**src/rtl/eidr_params.svh**
```systemverilog
`ifndef EIDR_PARAMS_SVH
`define EIDR_PARAMS_SVH

// Register byte offsets
`define EIDR_ADDR_TYPE     8'h00
`define EIDR_ADDR_ENABLE   8'h04
`define EIDR_ADDR_PRIO     8'h08
`define EIDR_ADDR_FLAGS    8'h0C
`define EIDR_ADDR_STATUS   8'h10

// Field positions
`define EIDR_GLOBAL_EN_BIT 8
`define EIDR_ST_INSVC_HI   0
`define EIDR_ST_INSVC_LO   1
`define EIDR_ST_CALL       2
`define EIDR_ST_SRC_LSB    4

// Poll order, also the source index
`define EIDR_SRC_EXT0      0
`define EIDR_SRC_TMR0      1
`define EIDR_SRC_EXT1      2
`define EIDR_SRC_TMR1      3
`define EIDR_SRC_SERIAL    4
`define EIDR_SRC_TMR2      5
`define EIDR_SRC_EXT2      6
`define EIDR_SRC_EXT3      7

// Reset values
`define EIDR_RST_TYPE      4'h0
`define EIDR_RST_ENABLE    9'h000
`define EIDR_RST_PRIO      8'h00
`define EIDR_RST_PIN       4'hF

// Timing, in system clocks
`define EIDR_CALL_CYCLES   6
`define EIDR_MIN_RESPONSE  7
`define EIDR_MACHINE_CLKS  12

// Vector is {source, low bits}
`define EIDR_VEC_LOW       3'h3

`endif

```
**src/rtl/eidr_pkg.sv**
```systemverilog
package eidr_pkg;

  // Status of the instruction sequencer, sampled each clock
  typedef struct packed {
    logic lastCycle;
    logic blockInstr;
    logic flashBusy;
    logic retiDone;
  } eidr_core_s;

  // Hardware call towards the core
  typedef struct packed {
    logic        active;
    logic        firstInstr;
    logic [2:0]  source;
    logic [15:0] vector;
  } eidr_call_s;

  typedef enum logic [0:0] {
    EIDR_IDLE,
    EIDR_CALL
  } eidr_state_e;

endpackage

```
**src/rtl/eidr_ctrl.sv**
```systemverilog
// What this block does
// - Four external inputs; type 0 means low-level request
// - Type 1 sets flag on high-then-low samples
// - Edge flag cleared by the hardware call
// - Level still active at return requests again
// - Pins inverted and latched every clock
// - Timer overflow sets flag, polled next clock
// - Unblocked request makes six-clock hardware call next
// - Seven clocks minimum from request to routine
// - Equal or higher level in service holds off
// - Waits for current instruction's final cycle
// - Return or enable/priority access delays one instruction
// - Single source response seven to twelve cycles
// - Software-set timer flag requests if enabled
// - Timer 0 before timer 1 at same level
// - Fixed vector address per source
// - Fixed polling order within a priority level
// - No call during flash self programming
// - Extra sources have enable, priority; flag is the raw request, no type
`timescale 1ns/1ps

`include "eidr_params.svh"

module eidr_ctrl
  import eidr_pkg::*;
#(
  parameter int CALL_CYCLES = `EIDR_CALL_CYCLES
)
(
  // Clock and reset
  input  wire logic        mclk,
  input  wire logic        sys_rst,
  // APB slave
  input  wire logic        psel,
  input  wire logic        penable,
  input  wire logic        pwrite,
  input  wire logic [7:0]  paddr,
  input  wire logic [31:0] pwdata,
  output logic      [31:0] prdata,
  output logic             pready,
  output logic             pslverr,
  // External request pins, active low
  input  wire logic [3:0]  extPinN,
  // Peripheral requests
  input  wire logic [1:0]  timerOvf,
  input  wire logic        serialReq,
  input  wire logic        timer2Req,
  // Core side
  input  wire eidr_core_s  coreIn,
  output eidr_call_s       callOut
);

  if (CALL_CYCLES < 1 || CALL_CYCLES > 7)
  begin : g_chk
    $error("CALL_CYCLES must lie in 1..7");
  end

  //////////////////////////////////////////////////////////////////////////////
  // Declarations
  logic [3:0]  extTypeSel_r;
  logic [8:0]  enable_r;
  logic [7:0]  prio_r;
  logic [3:0]  pinPrev_r;
  logic [3:0]  extFlag_r;
  logic [1:0]  tmrFlag_r;
  logic        inSvcHi_r;
  logic        inSvcLo_r;
  eidr_state_e state_r;
  logic [2:0]  callCnt_r;
  logic [2:0]  callSrc_r;
  logic [15:0] callVec_r;
  logic        firstInstr_r;
  logic [31:0] prdata_r;
  logic        slvErr_r;

  logic [7:0]  srcFlags;
  logic [7:0]  pending;
  logic [7:0]  hiReq;
  logic [7:0]  loReq;
  logic [7:0]  levelReq;
  logic        canTake;
  logic        selHi;
  logic [2:0]  selSrc;
  logic        blocked;
  logic        take;
  logic        addrHit;
  logic [31:0] rdMux;
  logic        wrEn;
  logic        lastCall;

  //////////////////////////////////////////////////////////////////////////////
  // APB slave: read data and error are captured in the setup cycle
  always_comb
  begin
    addrHit = 1'b1;
    rdMux   = 32'h0000_0000;
    case (paddr)
      `EIDR_ADDR_TYPE:   rdMux[3:0] = extTypeSel_r;
      `EIDR_ADDR_ENABLE: rdMux[8:0] = enable_r;
      `EIDR_ADDR_PRIO:   rdMux[7:0] = prio_r;
      `EIDR_ADDR_FLAGS:  rdMux[7:0] = srcFlags;
      `EIDR_ADDR_STATUS:
      begin
        rdMux[`EIDR_ST_INSVC_HI]                       = inSvcHi_r;
        rdMux[`EIDR_ST_INSVC_LO]                       = inSvcLo_r;
        rdMux[`EIDR_ST_CALL]                           = (state_r == EIDR_CALL);
        rdMux[`EIDR_ST_SRC_LSB+2:`EIDR_ST_SRC_LSB]     = callSrc_r;
      end
      default:           addrHit = 1'b0;
    endcase
  end

  always_ff @(posedge mclk or posedge sys_rst)
  begin
    if (sys_rst)
    begin
      prdata_r <= 32'h0000_0000;
      slvErr_r <= 1'b0;
    end
    else if (psel && !penable)
    begin
      prdata_r <= pwrite ? 32'h0000_0000 : rdMux;
      slvErr_r <= !addrHit;
    end
  end

  assign pready  = psel & penable;
  assign pslverr = psel & penable & slvErr_r;
  assign prdata  = prdata_r;
  assign wrEn    = psel & penable & pwrite & !slvErr_r;

  // Type bits for the four external inputs, enable and priority bits for all sources
  always_ff @(posedge mclk or posedge sys_rst)
  begin
    if (sys_rst)
    begin
      extTypeSel_r <= `EIDR_RST_TYPE;
      enable_r     <= `EIDR_RST_ENABLE;
      prio_r       <= `EIDR_RST_PRIO;
    end
    else if (wrEn)
    begin
      case (paddr)
        `EIDR_ADDR_TYPE:   extTypeSel_r <= pwdata[3:0];
        `EIDR_ADDR_ENABLE: enable_r     <= pwdata[8:0];
        `EIDR_ADDR_PRIO:   prio_r       <= pwdata[7:0];
        default:           ;
      endcase
    end
  end

  //////////////////////////////////////////////////////////////////////////////
  // External request flags
  // Idle-high reset value; types reset to level, so a pin low out of reset is taken as a level request
  always_ff @(posedge mclk or posedge sys_rst)
  begin
    if (sys_rst)
      pinPrev_r <= `EIDR_RST_PIN;
    else
      pinPrev_r <= extPinN;
  end

  for (genvar i = 0; i < 4; i++)
  begin : g_ext
    localparam int SRC = (i == 0) ? `EIDR_SRC_EXT0 :
                         (i == 1) ? `EIDR_SRC_EXT1 :
                         (i == 2) ? `EIDR_SRC_EXT2 : `EIDR_SRC_EXT3;
    logic clrExt;
    assign clrExt = take && (selSrc == 3'(SRC));
    always_ff @(posedge mclk or posedge sys_rst)
    begin
      if (sys_rst)
        extFlag_r[i] <= 1'b0;
      else if (!extTypeSel_r[i])
        extFlag_r[i] <= ~extPinN[i];
      else
        extFlag_r[i] <= (pinPrev_r[i] & ~extPinN[i]) |
                        (extFlag_r[i] & ~clrExt);
    end
  end

  //////////////////////////////////////////////////////////////////////////////
  // Timer overflow flags: overflow beats software write and call clear
  for (genvar j = 0; j < 2; j++)
  begin : g_tmr
    localparam int SRC = (j == 0) ? `EIDR_SRC_TMR0 : `EIDR_SRC_TMR1;
    logic swWr;
    logic clrTmr;
    assign swWr   = wrEn && (paddr == `EIDR_ADDR_FLAGS);
    assign clrTmr = take && (selSrc == 3'(SRC));
    always_ff @(posedge mclk or posedge sys_rst)
    begin
      if (sys_rst)
        tmrFlag_r[j] <= 1'b0;
      else if (timerOvf[j])
        tmrFlag_r[j] <= 1'b1;
      else if (swWr)
        tmrFlag_r[j] <= pwdata[SRC];
      else if (clrTmr)
        tmrFlag_r[j] <= 1'b0;
    end
  end

  //////////////////////////////////////////////////////////////////////////////
  // Polling: current flags only, nothing is held across a block
  assign srcFlags = {extFlag_r[3], extFlag_r[2], timer2Req, serialReq,
                     tmrFlag_r[1], extFlag_r[1], tmrFlag_r[0], extFlag_r[0]};
  assign pending  = srcFlags & enable_r[7:0] & {8{enable_r[`EIDR_GLOBAL_EN_BIT]}};
  assign hiReq    = pending & prio_r;
  assign loReq    = pending & ~prio_r;

  function automatic logic [2:0] first_set(input logic [7:0] m);
    logic [2:0] idx;
    idx = 3'h0;
    for (int k = 7; k >= 0; k--)
      if (m[k])
        idx = 3'(k);
    return idx;
  endfunction

  always_comb
  begin
    selHi    = 1'b0;
    canTake  = 1'b0;
    levelReq = 8'h00;
    if ((hiReq != 8'h00) && !inSvcHi_r)
    begin
      selHi    = 1'b1;
      canTake  = 1'b1;
      levelReq = hiReq;
    end
    else if ((loReq != 8'h00) && !inSvcHi_r && !inSvcLo_r)
    begin
      canTake  = 1'b1;
      levelReq = loReq;
    end
  end

  assign selSrc  = first_set(levelReq);
  // Return and enable/priority accesses raise blockInstr for one instruction
  assign blocked = !coreIn.lastCycle || coreIn.blockInstr ||
                   coreIn.flashBusy || (state_r == EIDR_CALL);
  assign take    = canTake && !blocked;

  //////////////////////////////////////////////////////////////////////////////
  // In-service levels; a return pops the highest one
  always_ff @(posedge mclk or posedge sys_rst)
  begin
    if (sys_rst)
    begin
      inSvcHi_r <= 1'b0;
      inSvcLo_r <= 1'b0;
    end
    else
    begin
      inSvcHi_r <= (inSvcHi_r & ~coreIn.retiDone) | (take & selHi);
      inSvcLo_r <= (inSvcLo_r & ~(coreIn.retiDone & ~inSvcHi_r)) | (take & ~selHi);
    end
  end

  //////////////////////////////////////////////////////////////////////////////
  // Hardware call sequence
  assign lastCall = (callCnt_r == 3'(CALL_CYCLES - 1));

  always_ff @(posedge mclk or posedge sys_rst)
  begin
    if (sys_rst)
    begin
      state_r   <= EIDR_IDLE;
      callCnt_r <= 3'h0;
    end
    else
    begin
      case (state_r)
        EIDR_IDLE:
          if (take)
          begin
            state_r   <= EIDR_CALL;
            callCnt_r <= 3'h0;
          end
        EIDR_CALL:
          if (lastCall)
            state_r <= EIDR_IDLE;
          else
            callCnt_r <= callCnt_r + 3'h1;
        default:
          state_r <= EIDR_IDLE;
      endcase
    end
  end

  always_ff @(posedge mclk or posedge sys_rst)
  begin
    if (sys_rst)
    begin
      callSrc_r <= 3'h0;
      callVec_r <= 16'h0000;
    end
    else if (take)
    begin
      callSrc_r <= selSrc;
      callVec_r <= {10'h000, selSrc, `EIDR_VEC_LOW};
    end
  end

  // Marks the first routine instruction, in the first clock after the call's last clock
  always_ff @(posedge mclk or posedge sys_rst)
  begin
    if (sys_rst)
      firstInstr_r <= 1'b0;
    else
      firstInstr_r <= (state_r == EIDR_CALL) && lastCall;
  end

  assign callOut.active     = (state_r == EIDR_CALL);
  assign callOut.firstInstr = firstInstr_r;
  assign callOut.source     = callSrc_r;
  assign callOut.vector     = callVec_r;
endmodule

```
**config.mk**
```make
export PLATFORM = sky130hd
export DESIGN_NAME = eidr_ctrl
export DESIGN_NICKNAME = d
export VERILOG_FILES = /design/src/rtl/eidr_pkg.sv /design/src/rtl/eidr_ctrl.sv
export VERILOG_INCLUDE_DIRS = /design/src /design/src/rtl
export SDC_FILE = /design/constraint.sdc
export NUM_CORES = 1
export LEC_CHECK = 0
export BUFFER_PORTS_ARGS = -buffer_cell sky130_fd_sc_hd__buf_4
export CORE_MARGIN = 3
export CORE_UTILIZATION = 50
export CTS_CLUSTER_SIZE = 25
export DETAILED_ROUTE_END_ITERATION = 10
export PLACE_DENSITY = 0.8
export SETUP_SLACK_MARGIN = 0.2
export SLEW_MARGIN = 15
export SYNTH_ARGS = -nofsm -noshare
export SYNTH_HDL_FRONTEND = slang
export SYNTH_SLANG_ARGS = --single-unit
```
**constraint.sdc**
```tcl
create_clock -name mclk -period 4 [get_ports mclk]
set_clock_uncertainty 0.1 [all_clocks]
set_input_delay 0.4 -clock mclk [delete_from_list [all_inputs] [get_ports mclk]]
set_output_delay 0.4 -clock mclk [all_outputs]
set_load 0.01 [all_outputs]
```
### Word level (Yosys, flattened, before mapping)

Cells that the tools add are included.
W data, S select, Z words.

| storage, ports and cells | value |
|---|---|
| output and inout port bits | 55 |
| register bits after elaboration | 79 |
| logic and storage cells | 143 |

| cells by class | value |
|---|---|
| mux-type cells | 36 |
| add/sub/neg operators | 1 |
| equality and inequality tests | 12 |
| bitwise logic cells | 41 |
| reduce and logical (&&, ||, !) cells | 34 |

Operators with widths:

| operator | number |
|---|---|
| $and A8 B8 Y8 | 4 |
| $mux W3 | 10 |
| $and A1 B1 Y1 | 17 |
| $mux W1 | 17 |
| $eq A8 B4 Y1 const B | 2 |
| $mux W8 | 2 |
| $reduce_bool A8 Y1 | 2 |
| $pmux W3 S5 | 1 |
| $logic_and A1 B1 Y1 | 13 |
| $not A1 Y1 | 13 |
| $pmux W3 S4 | 1 |
| $eq A3 B3 Y1 const B | 3 |
| $mux W9 | 1 |
| $eq A8 B3 Y1 const B | 1 |
| $eq A8 B5 Y1 const B | 1 |
| $logic_not A8 Y1 | 1 |
| $not A8 Y8 | 1 |
| $reduce_and A2 Y1 | 4 |
| $logic_not A1 Y1 | 7 |
| $eq A3 B2 Y1 const B | 2 |
| $or A1 B1 Y1 | 6 |
| $pmux W3 S2 | 1 |
| $reduce_bool A3 Y1 | 2 |
| $reduce_or A5 Y1 | 1 |
| other kinds (8) | 11 |

### Longest topological paths before layout

Gate-level depths: netlist of the first run.

| logic depth | value |
|---|---|
| depth in word-level cells | 22 |
| mapped depth | 11 |

### Least setup slack after synthesis of the first run

No wires, ideal clock.

| timing | value |
|---|---|
| path kind | input -> register |
| from | input port paddr[0] |
| to | register prio_r[0] |
| required time | 3.775 ns |
| path buffers | 2 |
| cell stages on the path | 8 |
| slack | 1.641 ns |
| setup time | 0.125 ns |
| arrival | 2.134 ns |
| cells stage by stage | or4_1 -> nor3_2 -> buf_4 -> nand2_1 -> nor2_2 -> and2_1 -> buf_2 -> mux2_2 |

| between the ends | value |
|---|---|
| cells in the longest elaborated chain, start to end | 2 |

RTL lines:

| element | RTL line | text |
|---|---|---|
| from (decl) | eidr_ctrl.sv:37 | `input wire logic [7:0] paddr,` |
| $eq A8 B4 Y1 | eidr_ctrl.sv:143 | `case (paddr)` |
| $reduce_and A2 Y1 (no line) | n/a |  |
| to (signal assigned) | eidr_ctrl.sv:139 | `` prio_r <= `EIDR_RST_PRIO; `` |
| to (signal assigned) | eidr_ctrl.sv:146 | `` `EIDR_ADDR_PRIO: prio_r <= pwdata[7:0]; `` |
| to (decl) | eidr_ctrl.sv:62 | `logic [7:0] prio_r;` |

Every way passes these cells.
A chain may end at the register's enable or synchronous reset.

### Worst setup path after layout of the first run

| timing | value |
|---|---|
| from | register enable_r[8] |
| to | register callSrc_r[0] |

| between the ends | value |
|---|---|
| cells in the longest elaborated chain, start to end | 15 |

RTL lines:

| element | RTL line | text |
|---|---|---|
| from (decl) | eidr_ctrl.sv:61 | `logic [8:0] enable_r;` |
| from (signal assigned) | eidr_ctrl.sv:138 | `` enable_r <= `EIDR_RST_ENABLE; `` |
| from (signal assigned) | eidr_ctrl.sv:145 | `` `EIDR_ADDR_ENABLE: enable_r <= pwdata[8:0]; `` |
| $and A8 B8 Y8 (*) | eidr_ctrl.sv:208 | `` assign pending = srcFlags & enable_r[7:0] & {8{enable_r[`EIDR_GLOBAL_EN_BIT]}}; `` |
| $and A8 B8 Y8 | eidr_ctrl.sv:210 | `assign loReq = pending & ~prio_r;` |
| $reduce_bool A8 Y1 | eidr_ctrl.sv:232 | `else if ((loReq != 8'h00) && !inSvcHi_r && !inSvcLo_r)` |
| $logic_and A1 B1 Y1 (2 in series) | eidr_ctrl.sv:232 |  |
| $mux W8 | eidr_ctrl.sv:232 |  |
| $mux W8 | eidr_ctrl.sv:226 | `if ((hiReq != 8'h00) && !inSvcHi_r)` |
| $mux W3 (8 in series) | eidr_ctrl.sv:216 | `if (m[k])` |
| to (signal assigned) | eidr_ctrl.sv:301 | `callSrc_r <= selSrc;` |
| to (decl) | eidr_ctrl.sv:70 | `logic [2:0] callSrc_r;` |

Mark *: on every way between the ends. The rest lies on a longest branch, timed or not.

==> flow_metrics.env, run 1 <==
export IMPL_status="completed"
export IMPL_ant_nets=0
export IMPL_start_kind="register"
export IMPL_synth_edff_count=0
export IMPL_cts_tree="done"
export IMPL_grt_max_degree=53
export IMPL_ys_types=74
export IMPL_leakagePower_nw=1.708
export IMPL_clk_latency_ns=0.30
export IMPL_die_y_um=86.04
export IMPL_syn_area_sq_um=3203
export IMPL_synthCells=320
export IMPL_die_x_um=86.04
export IMPL_grtUsageTotal_pct=20.40
export IMPL_synth_most_common_cell="dfrtp_1"
export IMPL_yosysWarnings=0
export IMPL_setup_viol=0
export IMPL_grt_pass1_vias=2372
export IMPL_r2r_cells=8
export IMPL_synthFlopType="dfrtp_1"
export IMPL_grt_pass1_wl_um=11970
export IMPL_yosys_area_top_type="dfrtp_1"
export IMPL_max_slew_worst_pin_slew_ns=0.8718
export IMPL_dpl_hpwl_um=5587
export IMPL_fin_cells=440
export IMPL_vdd_ir_drop_max_uv=207.9
export IMPL_drt_iter0_drc=117
export IMPL_relSlewSlack_pct=41.81
export IMPL_seq_area_frac_synth_pct=40.78
export IMPL_synth_top_area_share_pct=37.50
export IMPL_synthTopCellsByArea="dfrtp_1 38%, buf_4 9.6%, mux2_2 7.4%"
export IMPL_synthTopCellsByCount="48 x dfrtp_1, 41 x buf_4, 24 x nand2_1"
export IMPL_avgSynthCellArea_sq_um=10.01
export IMPL_cp_end_kind="register"
export IMPL_r2r_slack_ns=1.27
export IMPL_overflow=0
export IMPL_powerDensity_nw_per_um2=262.4
export IMPL_wl_per_cell_um=16.35
export IMPL_totalWireLength_um=7192
export IMPL_finalWorstPathRequiredPeriod_ns=2.731
export IMPL_n_antenna_cell=0
export IMPL_fmax_ghz=0.3661
export IMPL_post_cts_buffers=0
export IMPL_die_area_sq_um=7403
export IMPL_cp_arrival_ns=2.88
export IMPL_final_cell_area_sq_um=3550
export IMPL_clkTransAtPathRegs_ns=0.09
export IMPL_syn_to_final_growth_pct=10.82
export IMPL_cts_root_buf="clkbuf_8"
export IMPL_rsz0062_at_grt="no"
export IMPL_final_nets=423
export IMPL_dpl_instance_area_sq_um=3463
export IMPL_reg2reg_from="enable_r[8]"
export IMPL_hp_start="extPinN[3]"
export IMPL_vias=2517
export IMPL_rows=28
export IMPL_htree_levels=2
export IMPL_drt_pass1_iter_count=4
export IMPL_drc_errors=0
export IMPL_hold_viol_final=0
export IMPL_cp_required_ns=4.15
export IMPL_vias_per_cell=5.720
export IMPL_floorplan_initialDensity_pct=52.85
export IMPL_antenna_found_initial=0
export IMPL_period_share_pct=68.28
export IMPL_port_buffers=54
export IMPL_ys_ff_latch=52
export IMPL_r2r_end="callSrc_r[0]"
export IMPL_holdWs_ns=0.1068
export IMPL_n_fill_cell=553
export IMPL_io_pins=112
export IMPL_hold_path_end="pinPrev_r[3]"
export IMPL_drv_cap=0
export IMPL_path_class="reg2reg"
export IMPL_fin_setup_tns_ns=0
export IMPL_async_flop_share_pct=100.0
export IMPL_cts_buffers=5
export IMPL_drive_gt1_share_pct=30.68
export IMPL_gp_congestion=0.9553
export IMPL_hold_class="in2reg"
export IMPL_cts_buffer_depth=2
export IMPL_hold_buffers=0
export IMPL_cts_resized=0
export IMPL_hold_depth=1
export IMPL_worstPathMaxFanout=17
export IMPL_final_max_slew_viol_count=0
export IMPL_placed_cells=432
export IMPL_clock_sinks=52
export IMPL_core_sq_um=6061
-- worst max-delay path, stage by stage, from the launching register on --
cell     delay, ns
dfrtp_1       0.62
nand4_1       0.23
nand2_1       0.13
nor4_4        0.46
a21oi_1       0.17
or2_1         0.30
or2_2         0.32
o21ai_1       0.15
mux2_2        0.20
-- per-layer routing --
metal / share of wire (%) / wire (um) / track usage [%] / up-vias
met5: 0 / 0 / 0 / -
li1: - / - / - / 1181
met3: 7.7 / 556 / 3.939 / 7
met1: 44 / 3199 / 29.40 / 1234
met2: 47 / 3371 / 32.17 / 95
met4: 0.89 / 64 / 4.029 / 0
-- cell usage in the layout, fill, tap and decap left out, types with 2 or more instances in the layout --
master,count
nand2_1,24
buf_4,55
nand4_2,3
a21o_1,3
a21oi_1,12
dfstp_2,4
or4_1,2
nor3_1,2
clkbuf_8,5
and2_1,4
o2111ai_1,2
a21boi_0,2
nand4_1,5
a31oi_1,3
a31o_1,3
nand3b_1,2
clkinv_2,2
nor2b_1,2
nand2b_1,3
o21ai_0,16
o21ai_1,3
conb_1,34
nor2_1,13
mux2i_1,7
dfrtp_1,48
a221oi_1,3
o21ai_2,2
inv_1,14
nand4b_1,3
nand3_1,12
or2_2,2
ha_1,2
mux2_2,21
o22ai_1,3
and3_1,3
a222oi_1,3
-- cell type report --
type	instances	area, sq um	share of cell area, %
Clock buffer	6	72.57	2.044
Clock inverter	2	12.51	0.3525
Inverter	15	57.56	1.621
Multi-Input combinational cell	235	1594	44.91
Sequential cell	52	1306	36.80
Tap cell	75	93.84	2.644
Timing Repair Buffer	55	412.9	11.63
-- power breakdown --
part	internal (mW)	leakage [nW]	switching, mW
logic	0.0400	1.00	0.0561
registers	0.536	0.663	0.00950
clock network	0.123	0.0412	0.167
-- through the flow --
| step | power (mW) | setup WS, ns | util, % |
|---|---|---|---|
| 2_1_floorplan | 0.6307 | 1.641 | - |
| 3_3_place_gp | 0.6485 | 1.239 | 57.14 |
| 3_5_place_dp | 0.6513 | 1.216 | 57.14 |
| 4_1_cts | 0.9412 | 1.327 | 58.55 |
| 5_1_grt | 0.9737 | 1.073 | 58.57 |
| 6_report | 0.9313 | 1.269 | 58.57 |
-- sequential cells by signal, indices dropped and copies added, names as in the netlist --
signal        cells
callCnt_r         3
callSrc_r         3
callVec_r         1
enable_r          9
extFlag_r         4
extTypeSel_r      4
firstInstr_r      1
inSvcHi_r         1
inSvcLo_r         1
pinPrev_r         4
prdata            9
prio_r            8
slvErr_r          1
srcFlags          2
state_r           1
-- how the worst max path moves through the flow --
| stage | startpoint | end | cells past startpoint |
|---|---|---|---|
| after floorplan | paddr[0] | prio_r[0] | 8 |
| after global placement | paddr[0] | prio_r[2] | 8 |
| after detailed placement | paddr[0] | prio_r[4] | 8 |
| after CTS | enable_r[8] | extFlag_r[3] | 8 |
| after global routing | enable_r[8] | callSrc_r[0] | 8 |
| final | enable_r[8] | callSrc_r[0] | 8 |
-- cells by family (layout without fill, tap and decap cells) --
logic type / Yosys count / in the layout / share of synthesized area [%]
compound gates: 74 / 74 / 16.76
simple gates: 95 / 95 / 17.70
buf+inv: 66 / 78 / 13.32
fa+ha+maj: 2 / 2 / 0.7811
mux: 29 / 29 / 10.27
other cells: 1 / 34 / 0.1171
xor+xnor: 1 / 1 / 0.2735
flops: 52 / 52 / 40.78
Note: power is estimated with default switching activity, not from simulation.
==> run 2: changes to the inputs <==
==> constraint.sdc (replaced) <==
create_clock -name mclk -period 2.85 [get_ports mclk]
set_clock_uncertainty 0.1 [all_clocks]
set_input_delay 0.285 -clock mclk [delete_from_list [all_inputs] [get_ports mclk]]
set_output_delay 0.285 -clock mclk [all_outputs]
set_load 0.01 [all_outputs]
==> run 2 against run 1 <==
Against the previous run: global-route usage up 0.71 points; core utilization grew 1.5 points; total power up 44%; non-clock buffer count increased by 9; routed wire length increased by 4.5%; critical endpoint is now extFlag_r[3]; first-iteration DRC count up 17%; setup slack lost 0.94 ns; final area rose by 2.6%; clock-buffer cell count increased by 1.
==> flow_metrics.env, run 2 (synthesis results as in run 1) <==
export IMPL_slowest_delay_ns=0.56
export IMPL_max_slew_worst_pin_slew_ns=1.029
export IMPL_vdd_ir_drop_max_uv=243.7
export IMPL_drt_iter0_drc=137
export IMPL_htree_levels=2
export IMPL_final_nets=432
export IMPL_syn_to_final_growth_pct=13.75
export IMPL_relSlewSlack_pct=31.29
export IMPL_start_kind="register"
export IMPL_cts_buffer_depth=2
export IMPL_n_antenna_cell=0
export IMPL_cts_buffers=5
export IMPL_drv_cap=0
export IMPL_gp_congestion=0.9404
export IMPL_port_buffers=54
export IMPL_ant_nets=0
export IMPL_leakagePower_nw=1.754
export IMPL_reg2reg_from="enable_r[8]"
export IMPL_cp_arrival_ns=2.62
export IMPL_finalWorstPathRequiredPeriod_ns=2.517
export IMPL_die_area_sq_um=7403
export IMPL_path_cells="nand4_1 > nand2_1 > nor4_4 > buf_4 > a21oi_1 > or2_1 > o22ai_2 > o21ai_1 > a31o_1"
export IMPL_period_share_pct=88.32
export IMPL_status="completed"
export IMPL_hold_viol_final=0
export IMPL_vias=2577
export IMPL_clkTransAtPathRegs_ns=0.09
export IMPL_drt_pass1_iter_count=5
export IMPL_clock_sinks=52
export IMPL_cp_slowest_cell="dfrtp_4"
export IMPL_totalWireLength_um=7518
export IMPL_r2r_cells=9
export IMPL_die_x_um=86.04
export IMPL_cts_root_buf="clkbuf_8"
export IMPL_drc_errors=0
export IMPL_rows=28
export IMPL_register_area_sq_um=1310
export IMPL_hold_class="in2reg"
export IMPL_grtUsageTotal_pct=21.11
export IMPL_cp_required_ns=2.95
export IMPL_r2r_slack_ns=0.33
export IMPL_grt_pass1_vias=2448
export IMPL_final_max_slew_viol_count=0
export IMPL_fmax_ghz=0.3973
export IMPL_dpl_hpwl_um=5706
export IMPL_crit_end="extFlag_r[3]"
export IMPL_antenna_found_initial=0
export IMPL_fin_setup_tns_ns=0
export IMPL_rsz0062_at_grt="no"
export IMPL_cp_end_kind="register"
export IMPL_grt_max_degree=53
export IMPL_die_y_um=86.04
export IMPL_setup_viol=0
export IMPL_powerDensity_nw_per_um2=368.3
export IMPL_wl_per_cell_um=16.74
export IMPL_multiInputGateArea_sq_um=1599
export IMPL_n_fill_cell=530
export IMPL_vias_per_cell=5.739
export IMPL_path_class="reg2reg"
export IMPL_worstPathMaxFanout=10
export IMPL_io_pins=112
export IMPL_grt_pass1_wl_um=12230
export IMPL_layout_common_cells="59 x buf_4, 47 x dfrtp_1, 34 x conb_1"
export IMPL_core_sq_um=6061
export IMPL_r2r_end="extFlag_r[3]"
export IMPL_drive_gt1_share_pct=31.82
export IMPL_floorplan_initialDensity_pct=52.85
export IMPL_holdWs_ns=0.07565
export IMPL_final_common_cell="buf_4"
export IMPL_cts_tree="done"
export IMPL_critPathLaunch="enable_r[8]"
export IMPL_overflow=0
export IMPL_clk_latency_ns=0.31
## run 2: routing by layer
layer	global-route usage (%)	routed length (um)	vias up
met1	28.68	3216	1243
met4	7.770	156	0
met2	33.22	3548	125
met5	0	0	-
li1	-	-	1192
met3	4.515	596	17
## run 2: power by group
group	internal, mW	total, mW	switching (mW)	leakage [nW]
combinational	0.0601	0.140	0.0798	1.05
sequential	0.752	0.765	0.0131	0.661
clock	0.198	0.437	0.239	0.0445
total	1.01	1.34	0.332	1.75
## run 2: area by class of cell
cell class                 instances  area share, %
clock buffer                       7          2.370
clock inverter                     1         0.2060
timing repair buffer              64          13.46
sequential                        52          35.95
inverter                          15          1.545
tap                               75          2.576
multi-input combinational        235          43.89
## run 2: worst min-delay path by stage
stage | startpoint | endpoint | slack, ns | depth (start not counted)
after floorplan | extPinN[0] | pinPrev_r[0] | 0.19 | 0
after global placement | extPinN[2] | pinPrev_r[2] | 0.30 | 1
after detailed placement | extPinN[2] | pinPrev_r[2] | 0.30 | 1
after CTS | coreIn[0] | inSvcHi_r | 0.07 | 2
after global routing | coreIn[0] | inSvcHi_r | 0.08 | 2
final | coreIn[0] | inSvcHi_r | 0.08 | 2
## run 2: timing repair
item | CTS | global route
setup buffers | 0 | 2
resized for setup | 1 | 2
hold buffers | 4 | 0
endpoints found under the hold margin | 4 | 0
endpoints found under the setup margin | 5 | 6
pin swaps | 0 | 1
## run 2: critical path: cells and delay by family (launching register included)
family                 cells  cell delay (ns)
AO/OA/AOI/OAI              4             0.72
buffers and inverters      1             0.20
AND/OR/NAND/NOR            4             0.83
flip-flops                 1             0.56
## run 2: metrics by stage
stage                     worst slack (ns)  instances  instance area [sq um]  util (%)  power (mW)
after floorplan                     0.5864        353                   3327         -      0.8852
after global placement              0.1738        435                   3486     57.51      0.9109
after detailed placement            0.1733        435                   3486     57.51      0.9146
after CTS                           0.2760        447                   3621     59.74       1.353
after global routing                0.2034        449                   3643     60.12       1.398
final                               0.3330        449                   3643     60.12       1.342
==> run 3: changes to the inputs <==
--- a/config.mk
+++ b/config.mk
@@ -7,11 +7,13 @@
 export NUM_CORES = 1
 export LEC_CHECK = 0
 export BUFFER_PORTS_ARGS = -buffer_cell sky130_fd_sc_hd__buf_4
+export CELL_PAD_IN_SITES_DETAIL_PLACEMENT = 1
+export CELL_PAD_IN_SITES_GLOBAL_PLACEMENT = 1
 export CORE_MARGIN = 3
-export CORE_UTILIZATION = 50
+export CORE_UTILIZATION = 38
 export CTS_CLUSTER_SIZE = 25
 export DETAILED_ROUTE_END_ITERATION = 10
-export PLACE_DENSITY = 0.8
+export PLACE_DENSITY_LB_ADDON = 0.1
 export SETUP_SLACK_MARGIN = 0.2
 export SLEW_MARGIN = 15
 export SYNTH_ARGS = -nofsm -noshare
==> run 3 against run 2 <==
Against the previous run: critical endpoint unchanged; sequential cell count unchanged; critical path depth is 1 lower; clock power grew 2%; setup slack got worse by 0.061 ns; total power increased by 1.0%; global-route usage is 2.9 points lower; largest power group unchanged; combinational power is 3% higher; routed wire length grew 16%; first-iteration DRC count is 5.8% higher; highest routed layer unchanged.
==> flow_metrics.env, run 3 (synthesis results as in run 1) <==
export IMPL_status="completed"
export IMPL_hold_class="in2async"
export IMPL_grtUsageTotal_pct=18.22
export IMPL_n_fill_cell=942
export IMPL_cp_required_ns=3.00
export IMPL_multiInputGateArea_sq_um=1624
export IMPL_relSlewSlack_pct=55.68
export IMPL_cp_slowest_cell="or4_4"
export IMPL_die_area_sq_um=9567
export IMPL_finalWorstPathRequiredPeriod_ns=2.578
export IMPL_core_sq_um=7968
export IMPL_grt_pass1_vias=2610
export IMPL_clock_sinks=52
export IMPL_max_slew_worst_pin_slew_ns=0.6648
export IMPL_drv_cap=0
export IMPL_gp_congestion=0.8858
export IMPL_fin_util_pct=47.46
export IMPL_dpl_hpwl_um=6651
export IMPL_final_cell_area_sq_um=3781
export IMPL_fmax_ghz=0.3879
export IMPL_overflow=0
export IMPL_port_buffers=54
export IMPL_wl_per_cell_um=17.88
export IMPL_io_pins=112
export IMPL_final_common_cell="buf_4"
export IMPL_slowest_delay_ns=0.58
export IMPL_clkTransAtPathRegs_ns=0.09
export IMPL_n_antenna_cell=0
export IMPL_clk_latency_ns=0.30
export IMPL_drt_iter0_drc=145
export IMPL_vias_per_cell=5.333
export IMPL_drt_pass1_iter_count=5
export IMPL_leakagePower_nw=1.809
export IMPL_syn_to_final_growth_pct=18.05
export IMPL_period_share_pct=90.47
export IMPL_die_x_um=97.81
export IMPL_htree_levels=2
export IMPL_final_nets=442
export IMPL_dpl_instance_area_sq_um=3587
export IMPL_vias=2592
export IMPL_die_y_um=97.81
export IMPL_ant_nets=0
export IMPL_cts_buffer_depth=2
export IMPL_rsz0062_at_grt="no"
export IMPL_layout_common_cells="69 x buf_4, 47 x dfrtp_1, 34 x conb_1"
export IMPL_final_max_slew_viol_count=0
export IMPL_register_area_sq_um=1310
export IMPL_fin_setup_tns_ns=0
export IMPL_vdd_ir_drop_max_uv=244.0
export IMPL_setup_viol=0
export IMPL_cts_buffers=5
export IMPL_rows=32
export IMPL_drive_gt1_share_pct=35.16
export IMPL_path_class="reg2reg"
export IMPL_powerDensity_nw_per_um2=358.5
export IMPL_grt_pass1_wl_um=14010
export IMPL_cts_tree="done"
export IMPL_cp_end_kind="register"
export IMPL_cts_root_buf="clkbuf_8"
export IMPL_holdWs_ns=0.05857
export IMPL_drc_errors=0
export IMPL_start_kind="register"
export IMPL_grt_max_degree=53
export IMPL_antenna_found_initial=0
export IMPL_worstPathMaxFanout=9
export IMPL_hold_viol_final=0
export IMPL_totalWireLength_um=8691
export IMPL_path_cells="nand4_1 > nand2_1 > or4_4 > nor2_4 > o2111ai_1 > and3b_4 > o21ai_1 > a31o_1"
export IMPL_cp_arrival_ns=2.72
export IMPL_floorplan_initialDensity_pct=40.20
run 3: final timing paths:
path / from / to / slack (ns) / cells after the start
max in group asynchronous: sys_rst / enable_r[8] / 2.10 / 3
hold reg to reg: prdata[4] / prdata[4] / 0.39 / 2
setup reg to reg: enable_r[8] / extFlag_r[3] / 0.27 / 8
min in group mclk: coreIn[0] / inSvcHi_r / 0.06 / 2
setup / recovery: enable_r[8] / extFlag_r[3] / 0.27 / 8
hold / removal: sys_rst / prdata[3] / 0.06 / 3
run 3: final cells by class:
type | count | share of cell area (%)
clock buffers | 6 | 2.184
inverters | 15 | 1.489
well taps | 102 | 3.375
multi-input cells | 235 | 42.95
repair buffers | 74 | 14.96
flip-flops and latches | 52 | 34.65
clock inverters | 2 | 0.3971
run 3: worst max-delay path, delay by kind of cell, from the launching register on:
kind | cells | cell delay (ns)
AO/OA/AOI/OAI | 3 | 0.59
AND/OR/NAND/NOR | 5 | 1.27
flip-flops | 1 | 0.56
run 3: repair_timing:
| item | 4_1_cts | 5_1_grt |
|---|---|---|
| endpoints found under the setup margin | 7 | 5 |
| gates resized for setup | 1 | 8 |
| cloned | 0 | 0 |
| hold buffers | 4 | 0 |
| setup buffers | 2 | 1 |
| pin swaps | 1 | 1 |
| endpoints found under the hold margin | 4 | 0 |
run 3: stage by stage:
stage / power (mW) / worst slack [ns] / std cells
after floorplan: 0.8852 / 0.5864 / 353
final: 1.356 / 0.2717 / 486
after global placement: 0.9161 / 0.1263 / 471
after global routing: 1.440 / 0.1979 / 486
after detailed placement: 0.9190 / 0.06764 / 471
after CTS: 1.380 / 0.2182 / 485
run 3: power breakdown:
part,internal [mW],switching [mW]
Clock,0.197,0.250
Combinational,0.0616,0.0822
Sequential,0.752,0.0128
Total,1.01,0.345
run 3: routing by layer:
layer / wire [um] / track usage [%] / vias up
met5: 0 / 0 / -
met4: 118 / 3.621 / 0
met3: 522 / 3.286 / 8
met2: 4292 / 30.15 / 85
met1: 3757 / 25.21 / 1283
li1: - / - / 1216
